**src/hw/iopg_map.svh**
```systemverilog
/*
 Register indices, field positions, reset values and timing counts of the
 I/O pin port group. Assumes a 32-bit AHB-Lite bus, byte address = 4 * index.
*/
//
// Contract
// RULE_01 - After reset all drivers are off and all input buffers are on.
// RULE_02 - One group drives at most eight pins, one bit each in direction and level.
// RULE_03 - Direction bit 1 enables the pin driver with the drive level bit.
// RULE_04 - Pin level is synchronised before reaching the input register, either direction.
// RULE_05 - Direction-set alias sets written one bits, leaves zero bits alone.
// RULE_06 - Direction-clear alias clears written one bits, leaves others alone.
// RULE_07 - Direction-toggle alias inverts written one bits.
// RULE_08 - Drive-level set alias sets written one bits, zeros change nothing.
// RULE_09 - Drive-level clear alias clears written one bits, zeros change nothing.
// RULE_10 - Writing ones to the toggle alias or input register inverts drive level.
// RULE_11 - One slew limit bit applies slew limiting to all pins together.
// RULE_12 - Per-pin control register for pin n sits at sixteen plus n.
// RULE_13 - Polarity invert flips both input and output of that pin.
// RULE_14 - Changing polarity invert makes an edge seen by peripherals, interrupts and events.
// RULE_15 - Pull-up connects when enabled, but never while the pin is an output.
// RULE_16 - Buffer-off sense setting freezes the pin's input register bit.
// RULE_17 - Sense field enables the interrupt: both, rising, falling edge or low level.
// RULE_18 - Fast alias registers behave exactly as the registers they mirror.
// RULE_19 - Pin change sensing works without the clock and can wake the device.
// RULE_20 - Interrupt request holds while sense enabled and flag set, until cleared.
// RULE_21 - Event output follows the pin with buffer on, else zero.
// RULE_22 - No new interrupt for a pin within three clocks of the last.
// RULE_23 - Writing one to a flag bit clears it, zero leaves it.
// RULE_24 - Sense field encoding is chosen here, including disabled and buffer-off.
`ifndef IOPG_MAP_SVH
`define IOPG_MAP_SVH

`define IOPG_IDX_DIR        6'h00
`define IOPG_IDX_DIR_SET    6'h01
`define IOPG_IDX_DIR_CLR    6'h02
`define IOPG_IDX_DIR_TGL    6'h03
`define IOPG_IDX_OUT        6'h04
`define IOPG_IDX_OUT_SET    6'h05
`define IOPG_IDX_OUT_CLR    6'h06
`define IOPG_IDX_OUT_TGL    6'h07
`define IOPG_IDX_IN         6'h08
`define IOPG_IDX_FLAGS      6'h09
`define IOPG_IDX_CTRL       6'h0a
`define IOPG_IDX_PINCTRL    6'h10
`define IOPG_IDX_FAST_DIR   6'h20
`define IOPG_IDX_FAST_OUT   6'h21
`define IOPG_IDX_FAST_IN    6'h22
`define IOPG_IDX_FAST_FLAGS 6'h23

`define IOPG_PC_SENSE_LSB   0
`define IOPG_PC_SENSE_W     3
`define IOPG_PC_PULLUP_BIT  3
`define IOPG_PC_INVERT_BIT  7
`define IOPG_CTRL_SLEW_BIT  0

`define IOPG_RST_BYTE       8'h00
`define IOPG_DEAD_CYCLES    2'h3

`endif

```
**src/hw/iopg_pkg.sv**
```systemverilog
/*
 Types of the I/O pin port group. Sense code values are set here, not in iopg_map.svh.
*/
package iopg_pkg;
   typedef enum logic [2:0] {
      SENSE_INTDISABLE = 3'h0,
      SENSE_BOTHEDGES  = 3'h1,
      SENSE_RISING     = 3'h2,
      SENSE_FALLING    = 3'h3,
      SENSE_BUFOFF     = 3'h4,
      SENSE_LEVEL      = 3'h5
   } iopg_sense_t;
endpackage

```
**src/hw/iopg_port.sv**
```systemverilog
/*
 I/O pin port group: AHB-Lite register slave, pad control, input
 synchronisation, pin sensing, flags, interrupt, events and wake request.
 Assumes pad cells outside resolve padOut/padOe/weak_high_enable into the pin.
*/
`timescale 1ns/10ps
`include "iopg_map.svh"

module iopg_port #(
   parameter int PIN_COUNT = 8
) (
   input  wire logic                 clk_sys,
   input  wire logic                 rstn,
   input  wire logic                 hsel,
   input  wire logic [31:0]          haddr,
   input  wire logic [1:0]           htrans,
   input  wire logic                 hwrite,
   input  wire logic [2:0]           hsize,
   input  wire logic [31:0]          hwdata,
   input  wire logic                 hready,
   output logic                      hreadyout,
   output logic [31:0]               hrdata,
   output logic                      hresp,
   input  wire logic [PIN_COUNT-1:0] padIn,
   output logic [PIN_COUNT-1:0]      padOut,
   output logic [PIN_COUNT-1:0]      padOe,
   output logic [PIN_COUNT-1:0]      weak_high_enable,
   output logic [PIN_COUNT-1:0]      inBufEn,
   output logic                      slewLimit,
   output logic [PIN_COUNT-1:0]      pinEvent,
   output logic                      irq,
   output logic                      wakeReq
);

   typedef struct packed {
      logic [PIN_COUNT-1:0]      dir;
      logic [PIN_COUNT-1:0]      out;
      logic [PIN_COUNT-1:0][7:0] pinCtrl;
      logic                      slew;
      logic [PIN_COUNT-1:0]      sync1;
      logic [PIN_COUNT-1:0]      sync2;
      logic [PIN_COUNT-1:0]      inVal;
      logic [PIN_COUNT-1:0]      flags;
      logic [PIN_COUNT-1:0][1:0] dead;
      logic                      wrPend;
      logic                      rdPend;
      logic [5:0]                idx;
      logic [31:0]               rdata;
   } iopg_state_t;

   iopg_state_t state_reg;
   iopg_state_t state_next;

   logic [PIN_COUNT-1:0] invert;
   logic [PIN_COUNT-1:0] bufOn;
   logic [PIN_COUNT-1:0] senseOn;
   logic [PIN_COUNT-1:0] rawVal;
   logic [PIN_COUNT-1:0] wakeBit;
   logic [PIN_COUNT-1:0] hit;
   logic [PIN_COUNT-1:0] newIn;
   logic [PIN_COUNT-1:0] wrBits;
   logic [PIN_COUNT-1:0] clrFlags;
   logic                 addrPhase;

   assign addrPhase = hsel && hready && htrans[1];
   assign wrBits    = hwdata[PIN_COUNT-1:0];

   genvar g;
   generate
      for (g = 0; g < PIN_COUNT; g++) begin : gPin
         iopg_pkg::iopg_sense_t sense;
         logic                  hitBit;
         assign sense      = iopg_pkg::iopg_sense_t'(
            state_reg.pinCtrl[g][`IOPG_PC_SENSE_LSB +: `IOPG_PC_SENSE_W]);
         assign invert[g]  = state_reg.pinCtrl[g][`IOPG_PC_INVERT_BIT];
         assign bufOn[g]   = (sense != iopg_pkg::SENSE_BUFOFF);
         // Unused codes must not enable wake or the request
         assign senseOn[g] = (sense == iopg_pkg::SENSE_BOTHEDGES)
                             || (sense == iopg_pkg::SENSE_RISING)
                             || (sense == iopg_pkg::SENSE_FALLING)
                             || (sense == iopg_pkg::SENSE_LEVEL);
         // Inversion after the synchroniser, so a polarity change is an edge
         assign newIn[g]   = bufOn[g] ? (state_reg.sync2[g] ^ invert[g])
                                      : state_reg.inVal[g]; // RULE_13 RULE_14 RULE_16
         always_comb begin
            case (sense)
               iopg_pkg::SENSE_BOTHEDGES: hitBit = newIn[g] != state_reg.inVal[g];
               iopg_pkg::SENSE_RISING:    hitBit = newIn[g] && !state_reg.inVal[g];
               iopg_pkg::SENSE_FALLING:   hitBit = !newIn[g] && state_reg.inVal[g];
               iopg_pkg::SENSE_LEVEL:     hitBit = !newIn[g];
               default:                   hitBit = 1'b0;
            endcase // RULE_17 RULE_24
         end
         assign hit[g] = hitBit;
         // Unclocked path: pin to event and wake, valid with the clock stopped
         assign rawVal[g]   = padIn[g] ^ invert[g];
         assign pinEvent[g] = bufOn[g] && rawVal[g]; // RULE_21
         assign wakeBit[g]  = senseOn[g] && ((sense == iopg_pkg::SENSE_LEVEL)
                              ? !rawVal[g] : (rawVal[g] != state_reg.inVal[g]));
         assign padOe[g]    = state_reg.dir[g]; // RULE_01 RULE_03
         assign padOut[g]   = state_reg.out[g] ^ invert[g]; // RULE_03 RULE_13
         assign weak_high_enable[g] = state_reg.pinCtrl[g][`IOPG_PC_PULLUP_BIT]
                              && !state_reg.dir[g]; // RULE_15
         assign inBufEn[g]  = bufOn[g]; // RULE_01
      end
   endgenerate

   assign wakeReq   = |wakeBit; // RULE_19
   assign irq       = |(state_reg.flags & senseOn); // RULE_20
   assign slewLimit = state_reg.slew; // RULE_11
   // Reads take one wait state so a preceding write is always visible
   assign hreadyout = !state_reg.rdPend;
   assign hrdata    = state_reg.rdata;
   assign hresp     = 1'b0;

   always_comb begin
      logic [31:0] rd;
      logic [5:0]  wi;
      rd         = 32'h0;
      wi         = state_reg.idx;
      state_next = state_reg;
      clrFlags   = '0;

      // Two flip-flop synchroniser
      state_next.sync1 = padIn; // RULE_04
      state_next.sync2 = state_reg.sync1; // RULE_04
      state_next.inVal = newIn; // RULE_04

      // Register write in its data phase, one low data bit per pin, or the low byte for a pin control register
      if (state_reg.wrPend) begin
         case (wi)
            `IOPG_IDX_DIR, `IOPG_IDX_FAST_DIR: state_next.dir = wrBits; // RULE_02 RULE_18
            `IOPG_IDX_DIR_SET: state_next.dir = state_reg.dir | wrBits; // RULE_05
            `IOPG_IDX_DIR_CLR: state_next.dir = state_reg.dir & ~wrBits; // RULE_06
            `IOPG_IDX_DIR_TGL: state_next.dir = state_reg.dir ^ wrBits; // RULE_07
            `IOPG_IDX_OUT, `IOPG_IDX_FAST_OUT: state_next.out = wrBits; // RULE_18
            `IOPG_IDX_OUT_SET: state_next.out = state_reg.out | wrBits; // RULE_08
            `IOPG_IDX_OUT_CLR: state_next.out = state_reg.out & ~wrBits; // RULE_09
            `IOPG_IDX_OUT_TGL, `IOPG_IDX_IN, `IOPG_IDX_FAST_IN:
               state_next.out = state_reg.out ^ wrBits; // RULE_10 RULE_18
            `IOPG_IDX_FLAGS, `IOPG_IDX_FAST_FLAGS: clrFlags = wrBits; // RULE_23 RULE_18
            `IOPG_IDX_CTRL: state_next.slew = hwdata[`IOPG_CTRL_SLEW_BIT]; // RULE_11
            default: begin
               if (wi >= `IOPG_IDX_PINCTRL
                   && wi < `IOPG_IDX_PINCTRL + 6'(PIN_COUNT)) begin
                  state_next.pinCtrl[3'(wi - `IOPG_IDX_PINCTRL)] = hwdata[7:0]; // RULE_12
               end
            end
         endcase
      end

      // Flags: a new hit wins over a clear in the same cycle
      for (int i = 0; i < PIN_COUNT; i++) begin
         if (state_reg.dead[i] != 2'h0) begin
            state_next.dead[i] = state_reg.dead[i] - 2'h1;
         end
         if (clrFlags[i]) begin
            state_next.flags[i] = 1'b0; // RULE_23
         end
         if (hit[i] && state_reg.dead[i] == 2'h0) begin
            state_next.flags[i] = 1'b1;
            state_next.dead[i]  = `IOPG_DEAD_CYCLES; // RULE_22
         end
      end

      // Read data captured in the wait state, after any write has landed
      if (state_reg.rdPend) begin
         case (wi)
            `IOPG_IDX_DIR, `IOPG_IDX_DIR_SET, `IOPG_IDX_DIR_CLR, `IOPG_IDX_DIR_TGL,
            `IOPG_IDX_FAST_DIR:
               rd[PIN_COUNT-1:0] = state_reg.dir;
            `IOPG_IDX_OUT, `IOPG_IDX_OUT_SET, `IOPG_IDX_OUT_CLR, `IOPG_IDX_OUT_TGL,
            `IOPG_IDX_FAST_OUT:
               rd[PIN_COUNT-1:0] = state_reg.out;
            `IOPG_IDX_IN, `IOPG_IDX_FAST_IN: rd[PIN_COUNT-1:0] = state_reg.inVal; // RULE_04
            `IOPG_IDX_FLAGS, `IOPG_IDX_FAST_FLAGS: rd[PIN_COUNT-1:0] = state_reg.flags;
            `IOPG_IDX_CTRL: rd[`IOPG_CTRL_SLEW_BIT] = state_reg.slew;
            default: begin
               if (wi >= `IOPG_IDX_PINCTRL
                   && wi < `IOPG_IDX_PINCTRL + 6'(PIN_COUNT)) begin
                  rd[7:0] = state_reg.pinCtrl[3'(wi - `IOPG_IDX_PINCTRL)]; // RULE_12
               end
            end
         endcase
         state_next.rdata = rd;
      end

      // Address phase; only whole-word single transfers are expected
      state_next.wrPend = 1'b0;
      state_next.rdPend = 1'b0;
      if (addrPhase && hreadyout) begin
         state_next.idx    = haddr[7:2];
         state_next.wrPend = hwrite;
         state_next.rdPend = !hwrite;
      end
   end

   always_ff @(posedge clk_sys or negedge rstn) begin
      if (!rstn) begin
         state_reg <= '0; // RULE_01
      end else begin
         state_reg <= state_next;
      end
   end

endmodule

```
**config.mk**
```make
export PLATFORM = sky130hd
export DESIGN_NAME = iopg_port
export DESIGN_NICKNAME = d
export VERILOG_FILES = /design/src/hw/iopg_pkg.sv /design/src/hw/iopg_port.sv
export VERILOG_INCLUDE_DIRS = /design/src /design/src/hw
export SDC_FILE = /design/constraint.sdc
export NUM_CORES = 1
export LEC_CHECK = 0
export BUFFER_PORTS_ARGS = -buffer_cell sky130_fd_sc_hd__buf_2
export CAP_MARGIN = 20
export CORE_UTILIZATION = 55
export DETAILED_ROUTE_END_ITERATION = 6
export HOLD_SLACK_MARGIN = 0.03
export PLACE_DENSITY = 0.79
export SLEW_MARGIN = 30
export SYNTH_ARGS = -nofsm -noshare
export SYNTH_HDL_FRONTEND = slang
export SYNTH_SLANG_ARGS = --single-unit
```
**constraint.sdc**
```tcl
create_clock -name clk_sys -period 5.2 [get_ports clk_sys]
set_clock_uncertainty 0.1 [all_clocks]
set_input_delay 0.26 -clock clk_sys [delete_from_list [all_inputs] [get_ports clk_sys]]
set_output_delay 0.26 -clock clk_sys [all_outputs]
set_load 0.005 [all_outputs]
```
==> results.cfg <==
[clocking]
cts_tree = built
htree_levels = 4
insertion_delay_ns = 0.43
ctsResizeCount = 0
clock-sinks = 145
cts_buffer_depth = 2
cts.clk_slew.worst_paths_ns = 0.06
numCtsBuffers = 17
root_buffer = clkbuf_16

[logic_synthesis]
syn_inst = 836
synth_compound_area_share_pct = 14.8
avgSynthCellArea_um2 = 10.4
synthFlopType = dfrtp_1
synth-simple-area-share_pct = 10.4
ys_ff_latch = 145
synth-adder-area-share_pct = 8.06
netlist_area_um2 = 8700
seq_area_frac_synth_pct = 41.7
synth-xor-area-share_pct = 2.42
yosysWarnings = 0
synth_edf_count = 0
synth_top_family_by_area = compound AO/OA/AOI/OAI gates
synth_mux_area_share_pct = 14.2
yosysUniqueCellTypes = 59
async_reset_ff_share_pct = 100

[power]
vdd_drop_max_uv = 263
powerDensity_nw_per_um2 = 426
pwr-share-seq_pct = 40.9
power_frac_comb_pct = 29.0
pwr-share-clk_pct = 30.1
intPower_uw = 2740
leakage_uw = 0.00475
switching_power_uw = 1440
p_sw_share_pct = 34.4

[floorplan]
start_util_pct = 56.8
ios = 159
dieWidth_um = 128
die_h_um = 128
num_rows = 45
dieArea_um2 = 16300
coreArea_um2 = 15300

[layout]
diodes = 0
layout_commonest_cell = dfrtp_1
mostFrequentLayoutCells = 143 x dfrtp_1, 82 x nand2_1, 78 x buf_2, 67 x inv_1, 58 x mux2_2
largest_reg_flops = 88
design_area_um2 = 9790
area_growth_pct = 12.6
fin_nets = 1043
final_layout_size_suffix_gt1_share_pct = 22.3

[global_routing]
grt_max_degree = 99
grt.total_usage_pct = 28.5
grt_pass1_vias = 6345
antenna_found_initial = 0
grt_pass1_wl_um = 34900
gr-total-overflow = 0

[job]
max-cap-violations = 0

[sta]
hold_viol_final = 0
fin_crit_ns = 3.15
timing.final.crit_share_pct = 60.5
timing.final.ws_setup_ns = 2.05
max_freq_mhz = 318
rsz0062_at_grt = false
setup_viol = 0
fin_tns_setup_ns = 0
finalMaxSlewViolations = 0
tightest_slew_ns = 1.04
slew_headroom_pct = 30.0

[min_path]
min_path_type = primary input to flop
hold_end = gPin[0].sense[1]
holdPathStages = 3
hp-start = hwdata[1]

[placement]
dpl_worst_slack_ns = 2.36
gp_congestion = 0.845
dpl_cell_area_um2 = 9020
io_buffers = 79
place_hpwl_um = 15100

[critical_path]
cpPeakStageDelay_ns = 0.88
path_delay_family = compound AO/OA/AOI/OAI gates
reg2reg_setup_slack_ns = 2.28
endpoint_kind = output pin
cp-startpoint = invert[3]
reg2reg_to = padOe[3]
reg2reg_depth = 5
cp_num_buf_inv = 1
cp_max_fo = 5
crit_type = flop to output pin
required_ns = 4.84
cp-start-kind = flop
reg2reg_from = state_reg[32]
crit_chain = xor2_1 -> o311ai_0 -> nand4_1 -> or2_2 -> buf_2
worstPathArrival_ns = 2.79
worst_path_max_delay_cell = o311ai_0

[drt]
dr_wl_met2_um = 10100
drc = 0
drt_iter0_markers = 617
postRouteAntennaNets = 0
vias = 6825
m1WireLength_um = 9170
dr.pass1.iters = 6
wl_met3_um = 2010
wl_um = 22000
routedWlPerCell_um = 19.5
routed.top_layer = met4
viasPerCell = 6.05

[status]
status = finished, final reports clean
worst register-to-register path: stages (launching register included):
cell and delay [ns]:
dfrtp_4 0.72, or2_1 0.39, a2111oi_4 0.84, nand2_2 0.36
a221oi_1 0.32, a21oi_1 0.07
how the worst max path moves through the flow:
stage	to	slack [ns]	depth (start not counted)
final	wakeReq	2.05	5
after global routing	wakeReq	1.94	5
after CTS	wakeReq	2.06	5
after detailed placement	padOe[4]	2.36	5
after global placement	padOe[1]	2.27	5
after floorplan	state_reg[48]	2.99	10
timing repair:
action,in CTS,in global routing
endpoints found under the hold margin,113,0
setup buffers,0,0
hold buffers,16,0
metal layers:
layer | track usage (%) | vias up
li1 | - | 3063
met1 | 38.7 | 3363
met2 | 43.1 | 343
met3 | 7.76 | 56
met4 | 12.3 | 0
met5 | 0 | -
power by group through the flow:
stage	combinational [uW]	clock, uW	sequential (uW)
CTS	1220	1260	1690
global route	1370	1320	1730
global placement	1130	0	1700
floorplan	993	0	1540
finish	1210	1250	1710
detailed placement	1180	0	1710
cell type report:
| type | instances | area (um2) |
|---|---|---|
| fill | 1226 | 5520 |
| multi-input combinational | 573 | 4430 |
| sequential | 145 | 3630 |
| timing repair buffer | 100 | 602 |
| clock buffer | 20 | 447 |
| tap | 211 | 264 |
| inverter | 68 | 255 |
| clock inverter | 12 | 158 |
cell usage after synthesis, types with 9 or more instances:
master / instances / area [um2]
xor2_1: 24 / 210
o21ai_0: 53 / 265
nor2b_1: 12 / 75.1
mux4_2: 16 / 360
nor2_1: 28 / 105
clkbuf_1: 16 / 60.1
o21ai_1: 11 / 55.1
a22o_1: 10 / 87.6
a221oi_1: 19 / 166
buf_4: 44 / 330
buf_2: 9 / 45.0
mux2_2: 58 / 653
nand2_1: 82 / 308
nand3_1: 17 / 85.1
mux2i_1: 22 / 220
inv_1: 67 / 251
a21oi_1: 27 / 135
ha_1: 56 / 701
dfrtp_1: 145 / 3630
nand2b_1: 11 / 68.8
kinds of logic (layout without fill, tap and decap cells):
group / Yosys count / in the layout
buffers and inverters: 142 / 200
multiplexers: 96 / 96
XOR/XNOR: 24 / 24
flip-flops: 145 / 145
other: 1 / 25
AO/OA/AOI/OAI: 184 / 184
adder cells (fa/ha/maj): 56 / 56
AND/OR/NAND/NOR: 188 / 188
per-stage QoR:
step	utilization, %	total power [uW]	hold slack [ns]	cells
2_1_floorplan	-	2530	-0.136	860
3_3_place_gp	58.9	2830	0.233	1081
3_5_place_dp	58.9	2890	0.235	1081
4_1_cts	63.9	4180	0.0852	1129
5_1_grt	63.9	4420	0.111	1129
6_report	63.9	4170	0.0997	1129
No activity file was read; power rests on OpenSTA's default activity.
